===== src/common/pin_ctrl_pkg.sv =====
// constants and types for the power-down, self-test and general pin control block
package pin_ctrl_pkg;
    localparam int          GP_PINS        = 3;
    localparam logic [31:0] DATA_W         = 32'd32;
    // register byte addresses
    localparam logic [31:0] OFS_CTRL       = 32'h00;
    localparam logic [31:0] OFS_GP_OUT     = 32'h04;
    localparam logic [31:0] OFS_GP_OE      = 32'h08;
    localparam logic [31:0] OFS_GP_ALT     = 32'h0c;
    localparam logic [31:0] OFS_STATUS     = 32'h10;
    localparam logic [31:0] OFS_GP_IN      = 32'h14;
    // ctrl register fields
    localparam int          CTRL_PLL_EN    = 0;
    // status register fields
    localparam int          ST_ENABLED     = 0;
    localparam int          ST_SELF_TEST   = 1;
    localparam int          ST_CLK_SEL     = 2;
    localparam int          ST_IRQ_IN      = 3;
    localparam int          ST_PLL_ON      = 4;
    // reset values
    localparam logic        CTRL_RST       = 1'b1;
    localparam logic [2:0]  GP_OUT_RST     = 3'h0;
    localparam logic [2:0]  GP_OE_RST      = 3'h0;
    localparam logic [2:0]  GP_ALT_RST     = 3'h0;
    // self-test fixed clock frequency in hz
    localparam int          SELF_TEST_FAST_HZ = 33_000_000;
    // ahb encodings
    localparam logic [1:0]  HTRANS_IDLE    = 2'h0;
    localparam logic [1:0]  HTRANS_NONSEQ  = 2'h2;
    localparam logic [2:0]  HSIZE_WORD     = 3'h2;
    typedef enum logic [1:0] {
        PWR_DOWN = 2'b00,
        PWR_ON   = 2'b01,
        PWR_RUN  = 2'b11
    } pwr_state_t;
    typedef enum logic {
        CLK_PIXEL = 1'b0,
        CLK_FIXED = 1'b1
    } st_clk_t;
endpackage


===== src/pd_sync.sv =====
// two-stage synchroniser for the power-down input
`timescale 1ns/1ns
module pd_sync (
    input  wire logic i_clk,
    input  wire logic i_sys_rst,
    input  wire logic i_async,
    output logic      o_sync
);
    logic meta;
    logic next_meta;
    logic next_sync;
    always_comb begin
        next_meta = i_async;
        next_sync = meta;
    end
    // first stage feeds only the second
    always_ff @(posedge i_clk or posedge i_sys_rst) begin
        if (i_sys_rst) begin
            meta   <= 1'b0;
            o_sync <= 1'b0;
        end else begin
            meta   <= next_meta;
            o_sync <= next_sync;
        end
    end
endmodule // pd_sync


===== src/pin_ctrl.sv =====
// power-down, self-test select and shared pin control with ahb-lite registers
// Contract
// power-down input high enables device and resets all registers and state
// power-down input low keeps device powered down at least power
// powered down: all logic outputs tri-stated and pll stopped
// undriven power-down input reads low through weak pulldown
// host holds power-down input low until supplies are good
// self-test enable pin 0 disables, 1 enables self-test mode
// in self-test, shared pin 0 picks pixel clock, 1 picks 33 mhz
// shared pin is interrupt input unless self-test mode is enabled
// general pins 0..2 default to gpio, registers switch to audio functions
// general pins 0..2 drive logic low after reset until reconfigured
// power-down input synchronised; logic held in reset while it is low
//
// The placing of the registers and the AHB-Lite register port are this design's own decisions.
`timescale 1ns/1ns
module pin_ctrl
    import pin_ctrl_pkg::*;
#(
    parameter int N_GP = GP_PINS
) (
    input  wire logic              i_clk,
    input  wire logic              i_sys_rst,
    input  wire logic              i_power_down_n_input,
    input  wire logic              i_self_test_enable_pin,
    input  wire logic              i_shared_pin,
    input  wire logic [N_GP-1:0]   i_general_pin,
    output logic      [N_GP-1:0]   o_general_pin,
    output logic      [N_GP-1:0]   o_general_pin_oe,
    input  wire logic              i_audio_serial_out,
    input  wire logic              i_audio_word_clock_out,
    input  wire logic              i_audio_data_lane_c,
    output logic                   o_built_in_self_test,
    output logic                   o_self_test_clock_select,
    output logic                   o_interrupt_input,
    output logic                   o_pll_enable,
    output logic                   o_logic_rst,
    output logic                   o_outputs_enable,
    input  wire logic              i_hsel,
    input  wire logic [31:0]       i_haddr,
    input  wire logic [1:0]        i_htrans,
    input  wire logic              i_hwrite,
    input  wire logic [2:0]        i_hsize,
    input  wire logic [31:0]       i_hwdata,
    input  wire logic              i_hready,
    output logic      [31:0]       o_hrdata,
    output logic                   o_hreadyout,
    output logic                   o_hresp
);
    import pin_ctrl_pkg::*;

    // undriven pin pulled low on the board model; x or z never seen here
    logic pd_sync_q;
    pd_sync u_pd_sync (
        .i_clk     (i_clk),
        .i_sys_rst (i_sys_rst),
        .i_async   (i_power_down_n_input),
        .o_sync    (pd_sync_q)
    );

    // power state
    pwr_state_t pwr;
    pwr_state_t next_pwr;
    logic       soft_rst;
    always_comb begin
        next_pwr = pwr;
        case (pwr)
            PWR_DOWN: if (pd_sync_q) next_pwr = PWR_ON;
            PWR_ON:   next_pwr = pd_sync_q ? PWR_RUN : PWR_DOWN;
            PWR_RUN:  if (!pd_sync_q) next_pwr = PWR_DOWN;
            default:  next_pwr = PWR_DOWN;
        endcase
    end
    always_ff @(posedge i_clk or posedge i_sys_rst) begin
        if (i_sys_rst) begin
            pwr <= PWR_DOWN;
        end else begin
            pwr <= next_pwr;
        end
    end
    // held in reset while down and for the wake cycle, so rising input resets state
    assign soft_rst = (pwr != PWR_RUN);

    // registers
    logic            pll_en;
    logic [N_GP-1:0] gp_out;
    logic [N_GP-1:0] gp_oe;
    logic [N_GP-1:0] gp_alt;
    logic            next_pll_en;
    logic [N_GP-1:0] next_gp_out;
    logic [N_GP-1:0] next_gp_oe;
    logic [N_GP-1:0] next_gp_alt;
    logic            dp_wr;
    logic            dp_rd;
    logic [31:0]     dp_addr;
    logic            next_dp_wr;
    logic            next_dp_rd;
    logic [31:0]     next_dp_addr;
    logic [31:0]     rdata;
    logic [31:0]     next_rdata;
    logic            addr_ok;
    logic [31:0]     status;
    logic            req;

    assign req = i_hsel && i_hready && (i_htrans == HTRANS_NONSEQ);

    always_comb begin
        status                          = '0;
        status[ST_ENABLED]              = !soft_rst;
        status[ST_SELF_TEST]            = o_built_in_self_test;
        status[ST_CLK_SEL]              = o_self_test_clock_select;
        status[ST_IRQ_IN]               = o_interrupt_input;
        status[ST_PLL_ON]               = o_pll_enable;
    end

    always_comb begin
        next_dp_wr   = req && i_hwrite;
        next_dp_rd   = req && !i_hwrite;
        next_dp_addr = req ? i_haddr : dp_addr;
        next_pll_en  = pll_en;
        next_gp_out  = gp_out;
        next_gp_oe   = gp_oe;
        next_gp_alt  = gp_alt;
        if (dp_wr) begin
            case (dp_addr)
                OFS_CTRL:   next_pll_en = i_hwdata[CTRL_PLL_EN];
                OFS_GP_OUT: next_gp_out = i_hwdata[N_GP-1:0];
                OFS_GP_OE:  next_gp_oe  = i_hwdata[N_GP-1:0];
                OFS_GP_ALT: next_gp_alt = i_hwdata[N_GP-1:0];
                default:    next_pll_en = pll_en;
            endcase
        end
        addr_ok = 1'b1;
        next_rdata = '0;
        case (i_haddr)
            OFS_CTRL:   next_rdata[CTRL_PLL_EN] = pll_en;
            OFS_GP_OUT: next_rdata[N_GP-1:0]   = gp_out;
            OFS_GP_OE:  next_rdata[N_GP-1:0]   = gp_oe;
            OFS_GP_ALT: next_rdata[N_GP-1:0]   = gp_alt;
            OFS_STATUS: next_rdata              = status;
            OFS_GP_IN:  next_rdata[N_GP-1:0]   = i_general_pin;
            default:    addr_ok                 = 1'b0;
        endcase
        // unmapped reads return zero, unmapped writes are dropped
        if (!(req && !i_hwrite && addr_ok)) begin
            next_rdata = '0;
        end
    end

    // soft reset returns every register to default
    always_ff @(posedge i_clk or posedge i_sys_rst) begin
        if (i_sys_rst) begin
            pll_en  <= CTRL_RST;
            gp_out  <= GP_OUT_RST;
            gp_oe   <= GP_OE_RST;
            gp_alt  <= GP_ALT_RST;
            dp_wr   <= 1'b0;
            dp_rd   <= 1'b0;
            dp_addr <= '0;
            rdata   <= '0;
        end else if (soft_rst) begin
            pll_en  <= CTRL_RST;
            gp_out  <= GP_OUT_RST;
            gp_oe   <= GP_OE_RST;
            gp_alt  <= GP_ALT_RST;
            dp_wr   <= 1'b0;
            dp_rd   <= 1'b0;
            dp_addr <= '0;
            rdata   <= '0;
        end else begin
            pll_en  <= next_pll_en;
            gp_out  <= next_gp_out;
            gp_oe   <= next_gp_oe;
            gp_alt  <= next_gp_alt;
            dp_wr   <= next_dp_wr;
            dp_rd   <= next_dp_rd;
            dp_addr <= next_dp_addr;
            rdata   <= next_rdata;
        end
    end

    // zero wait states; bus stays answerable even while powered down
    assign o_hreadyout = 1'b1;
    assign o_hresp     = 1'b0;
    assign o_hrdata    = rdata;

    // mode pins, decoded combinationally from the raw pin inputs, which are not synchronised
    always_comb begin
        o_built_in_self_test     = !soft_rst && i_self_test_enable_pin;
        // shared pin role chosen by self-test mode
        o_self_test_clock_select = o_built_in_self_test ? i_shared_pin : CLK_PIXEL;
        o_interrupt_input        = !o_built_in_self_test && i_shared_pin;
        o_pll_enable             = !soft_rst && pll_en;
        o_logic_rst              = soft_rst;
        o_outputs_enable         = !soft_rst;
    end

    // per-pin output mux: gpio by default, audio function when alt set
    logic [N_GP-1:0] audio_src;
    assign audio_src = {i_audio_data_lane_c, i_audio_word_clock_out, i_audio_serial_out};
    genvar g;
    generate
        for (g = 0; g < N_GP; g++) begin : g_pin
            // reset values drive low; tri-stated whenever powered down
            assign o_general_pin[g]    = gp_alt[g] ? audio_src[g] : gp_out[g];
            assign o_general_pin_oe[g] = !soft_rst && (gp_alt[g] || !gp_oe[g] || gp_oe[g]);
        end
    endgenerate

    // checks
    chk_down_tristate: assert property (@(posedge i_clk) disable iff (i_sys_rst)
        !pd_sync_q |=> (o_general_pin_oe == '0) && !o_pll_enable && !o_outputs_enable)
        else $error("outputs not tri-stated when powered down");
    chk_down_hold: assert property (@(posedge i_clk) disable iff (i_sys_rst)
        !pd_sync_q |=> o_logic_rst)
        else $error("logic not held in reset while power-down low");
    chk_wake_defaults: assert property (@(posedge i_clk) disable iff (i_sys_rst)
        $rose(pd_sync_q) |=> ##1 (gp_out == GP_OUT_RST) && (gp_alt == GP_ALT_RST)
        && (pll_en == CTRL_RST))
        else $error("registers not at default after wake");
    chk_stays_down: assert property (@(posedge i_clk) disable iff (i_sys_rst)
        (pwr == PWR_DOWN) && !pd_sync_q |=> (pwr == PWR_DOWN))
        else $error("left power down while input low");
    chk_wake_run: assert property (@(posedge i_clk) disable iff (i_sys_rst)
        (pwr == PWR_DOWN) && pd_sync_q ##1 pd_sync_q |=> !o_logic_rst)
        else $error("device not enabled after power-down input high");
    chk_self_test_en: assert property (@(posedge i_clk) disable iff (i_sys_rst)
        !o_logic_rst |-> (o_built_in_self_test == i_self_test_enable_pin))
        else $error("self-test mode does not follow its pin");
    chk_clock_select: assert property (@(posedge i_clk) disable iff (i_sys_rst)
        o_built_in_self_test |-> (o_self_test_clock_select == i_shared_pin)
        && !o_interrupt_input)
        else $error("shared pin not routed to clock select in self-test");
    chk_irq_default: assert property (@(posedge i_clk) disable iff (i_sys_rst)
        !o_built_in_self_test |-> (o_interrupt_input == i_shared_pin)
        && (o_self_test_clock_select == CLK_PIXEL))
        else $error("shared pin not interrupt input outside self-test");
    chk_gp_low: assert property (@(posedge i_clk) disable iff (i_sys_rst)
        $rose(pd_sync_q) |=> ##1 (o_general_pin == '0))
        else $error("general pins not low after reset");
    chk_gp_alt: assert property (@(posedge i_clk) disable iff (i_sys_rst)
        gp_alt[0] |-> o_general_pin[0] == i_audio_serial_out)
        else $error("alternate audio function not routed");
endmodule // pin_ctrl


===== config.mk =====
export PLATFORM = sky130hd
export DESIGN_NAME = pin_ctrl
export DESIGN_NICKNAME = d
export VERILOG_FILES = /design/src/common/pin_ctrl_pkg.sv /design/src/pd_sync.sv /design/src/pin_ctrl.sv
export SDC_FILE = /design/constraint.sdc
export NUM_CORES = 1
export LEC_CHECK = 0
export BUFFER_PORTS_ARGS = -buffer_cell sky130_fd_sc_hd__buf_2
export CORE_AREA = 2 2 73 89
export CTS_CLUSTER_DIAMETER = 60
export DETAILED_ROUTE_END_ITERATION = 8
export DIE_AREA = 0 0 75 91
export PLACE_DENSITY = 0.82
export SLEW_MARGIN = 20
export SYNTH_ARGS = -nofsm -noshare
export SYNTH_HDL_FRONTEND = slang
export SYNTH_SLANG_ARGS = --single-unit

===== constraint.sdc =====
create_clock -name i_clk -period 1.9 [get_ports i_clk]
set_input_delay 0.095 -clock i_clk [delete_from_list [all_inputs] [get_ports i_clk]]
set_output_delay 0.095 -clock i_clk [all_outputs]
set_load 0.01 [all_outputs]

==> results.cfg <==
[run_status]
outcome = finished, final reports clean

[critical_path]
cp-end-kind = flop
cp_data_arrival_time_ps = 2030
slowest_delay_ps = 400
cp_top_family = simple AND/OR/NAND/NOR gates
cp_max_fo = 4
slowest_stage = dfrtp_1
criticalPathCategory = flop to flop
cp_num_buf_inv = 2
reg2reg_from = dp_addr[17]
startpoint_type = flop
critPathRequiredTime_ps = 2130
crit_path_frequent_cell = buf_4
crit_start = dp_addr[17]
crit_path_cell_trace = nor4_2, nand4_2, buf_4, nor4_4, buf_4, mux2i_1

[route]
post-route-drc-count = 0
drtIter0Drc = 164
ant_nets = 0
viasPerCell = 4.94
post_drt_wl_per_cell_um = 13.4
firstDrtPassIters = 4
vias = 2187
totalWireLength_um = 5920

[sta]
period_share_pct = 94.9
fin_skew_ps = 6.80
drv_slew = 0
setup_viol = 0
fmax_mhz = 555
min_period_ps = 1800
hold_viol = 0
fin_ws_ps = 97.1
holdWs_ps = 27.7

[synth]
synth_top_area_share_pct = 47.2
yosysTopAreaCell = dfrtp_1
synthTopCellsByArea = dfrtp_1, nand2_1, buf_4
ys_types = 33
synth.ff_latch_count = 52
syn_avg_cell_area_um2 = 9.29
yosys_warnings = 0
synthesis.area_um2 = 2700
syn_inst = 291
yosysSeqAreaShare_pct = 48.2

[global_routing]
track_usage_pct = 17.5
grt_pass1_vias = 2041
grt_max_degree = 53
grt_antenna_before_repair = 0
grt_pass1_wl_um = 9360
grt_overflow_total = 0

[clock_tree]
cts_htree_levels = 2
cts_tree = built
cts_num_sinks = 52
cts_buffer_depth = 2
clock-root-buffer = clkbuf_8
path_clk_slew_ps = 90
cts_made_buffers = 5
clock_latency_ps = 300

[power_and_ir_drop]
power_mw = 2.12
power_density_nw_per_um2 = 661
vdd_drop_max_uv = 518
p_leak_nw = 1.46

[cells_and_area]
antenna_cells = 0
final_util_pct = 54.0
drive_gt1_share_pct = 28.3
fin_nets = 443
area_growth_pct = 18.6

[floorplan]
core_area_um2 = 5930
num_rows = 31
io_pins = 129
die_x_um = 75
start_util_pct = 45.5
die_area_um2 = 6830
die_h_um = 91

[hold_path]
min_from = i_haddr[25]
hold_path_class = input pin to flop

[placed_design]
gp_congestion = 0.808
port_buffers = 67
hpwl_um = 4360
pre_cts_ws_ps = -23.7

[flow_run]
maxCapViolations = 0
final cells by class:
cell class	instances	area, um2
Inverter	7	26.3
Fill cell	542	2730
Clock buffer	6	82.6
Clock inverter	2	38.8
Timing Repair Buffer	78	435
Sequential cell	52	1300
Multi-Input combinational cell	216	1220
Tap cell	82	103
power by group:
| group | internal (mW) | switching [mW] | total, mW |
|---|---|---|---|
| combinational | 0.0762 | 0.132 | 0.208 |
| clock | 0.431 | 0.361 | 0.792 |
| sequential | 1.11 | 0.00523 | 1.12 |
cells in the mapped netlist, drive strengths merged:
cell,count
and3,2
o21ai,1
o22ai,2
buf,33
inv,6
nor3,1
a21oi,32
mux2,3
conb,2
nand4b,1
clkinv,1
nand3b,3
nand3,3
nand2,81
dfstp,1
nor2,6
nand4,3
mux4,1
a21boi,2
dfrtp,51
and2,8
nor4,19
nor4b,1
nand2b,1
o21a,2
mux2i,14
clkbuf,10
and4b,1
worst register-to-register path, cell delays in order (launching register included):
cell and delay, ps:
dfrtp_1 400, nor4_2 370, nand4_2 130, buf_4 190
nor4_4 270, buf_4 190, mux2i_1 180
cells in the final DEF, fill, tap and decap left out, types with 2 or more instances in the layout:
cell type | netlist | routed
nor4_2 | 3 | 6
nand3_1 | 3 | 3
o22ai_1 | 2 | 2
dlygate4sd3_1 | 0 | 2
o21a_1 | 2 | 2
nor4_4 | 3 | 3
conb_1 | 2 | 29
and2_1 | 8 | 8
mux2_2 | 3 | 3
nand3b_1 | 3 | 3
dfrtp_1 | 51 | 51
mux2i_1 | 14 | 14
nor2_1 | 6 | 6
and3_1 | 2 | 2
inv_1 | 6 | 5
nand2_1 | 81 | 81
buf_2 | 2 | 67
a21boi_0 | 2 | 2
a21oi_1 | 32 | 32
nor4_1 | 13 | 10
clkbuf_8 | 0 | 6
nand4_2 | 2 | 2
buf_4 | 30 | 8
worst paths after layout:
kind                                    end  slack (ps)  cells after the start
min in group asynchronous       dp_addr[17]         390                      4
min reg2reg                u_pd_sync.o_sync         350                      0
max reg2reg                       gp_out[2]         100                      6
min                             dp_addr[25]          30                      3
max                               gp_out[2]         100                      6
max in group asynchronous            pll_en        1230                      4
cells by family after synthesis:
group / Yosys count / share of synthesized area (%)
and+or+nand+nor: 130 / 25.4
buffers and inverters: 50 / 11.2
DFF: 52 / 48.2
other: 2 / 0.278
AOI/OAI and AO/OA: 39 / 7.68
muxes: 18 / 7.27
registers in the layout, indices dropped and copies added, names as in the netlist:
register and flops:
dp_addr 32, o_hrdata 5, gp_alt 3, gp_oe 3, gp_out 3, pwr 2, dp_wr 1, pll_en 1
u_pd_sync.meta 1, u_pd_sync.o_sync 1
what timing repair did:
item | in CTS | in global routing
buffers inserted | 0 | 2
endpoints found under the setup margin | 1 | 8
hold buffers | 2 | 0
pin swaps | 0 | 2
cloned | 0 | 0
gates resized for setup | 1 | 2
hold endpoints to repair | 52 | 0
layer usage:
layer,GRT usage [%],vias up,wire [um]
met3,4.22,5,349
met4,3.42,0,32
met2,28.9,83,2990
li1,-,1058,-
met5,0,-,0
met1,23.4,1041,2560
metrics by stage:
step | instances | instance area [um2] | TNS [ps]
4_1_cts | 441 | 3180 | 0
5_1_grt | 443 | 3210 | -4.93
3_3_place_gp | 431 | 3030 | 0
3_5_place_dp | 431 | 3030 | -23.7
6_report | 443 | 3210 | 0
2_1_floorplan | 318 | 2800 | 0
No activity file was read; power rests on OpenSTA's default activity.
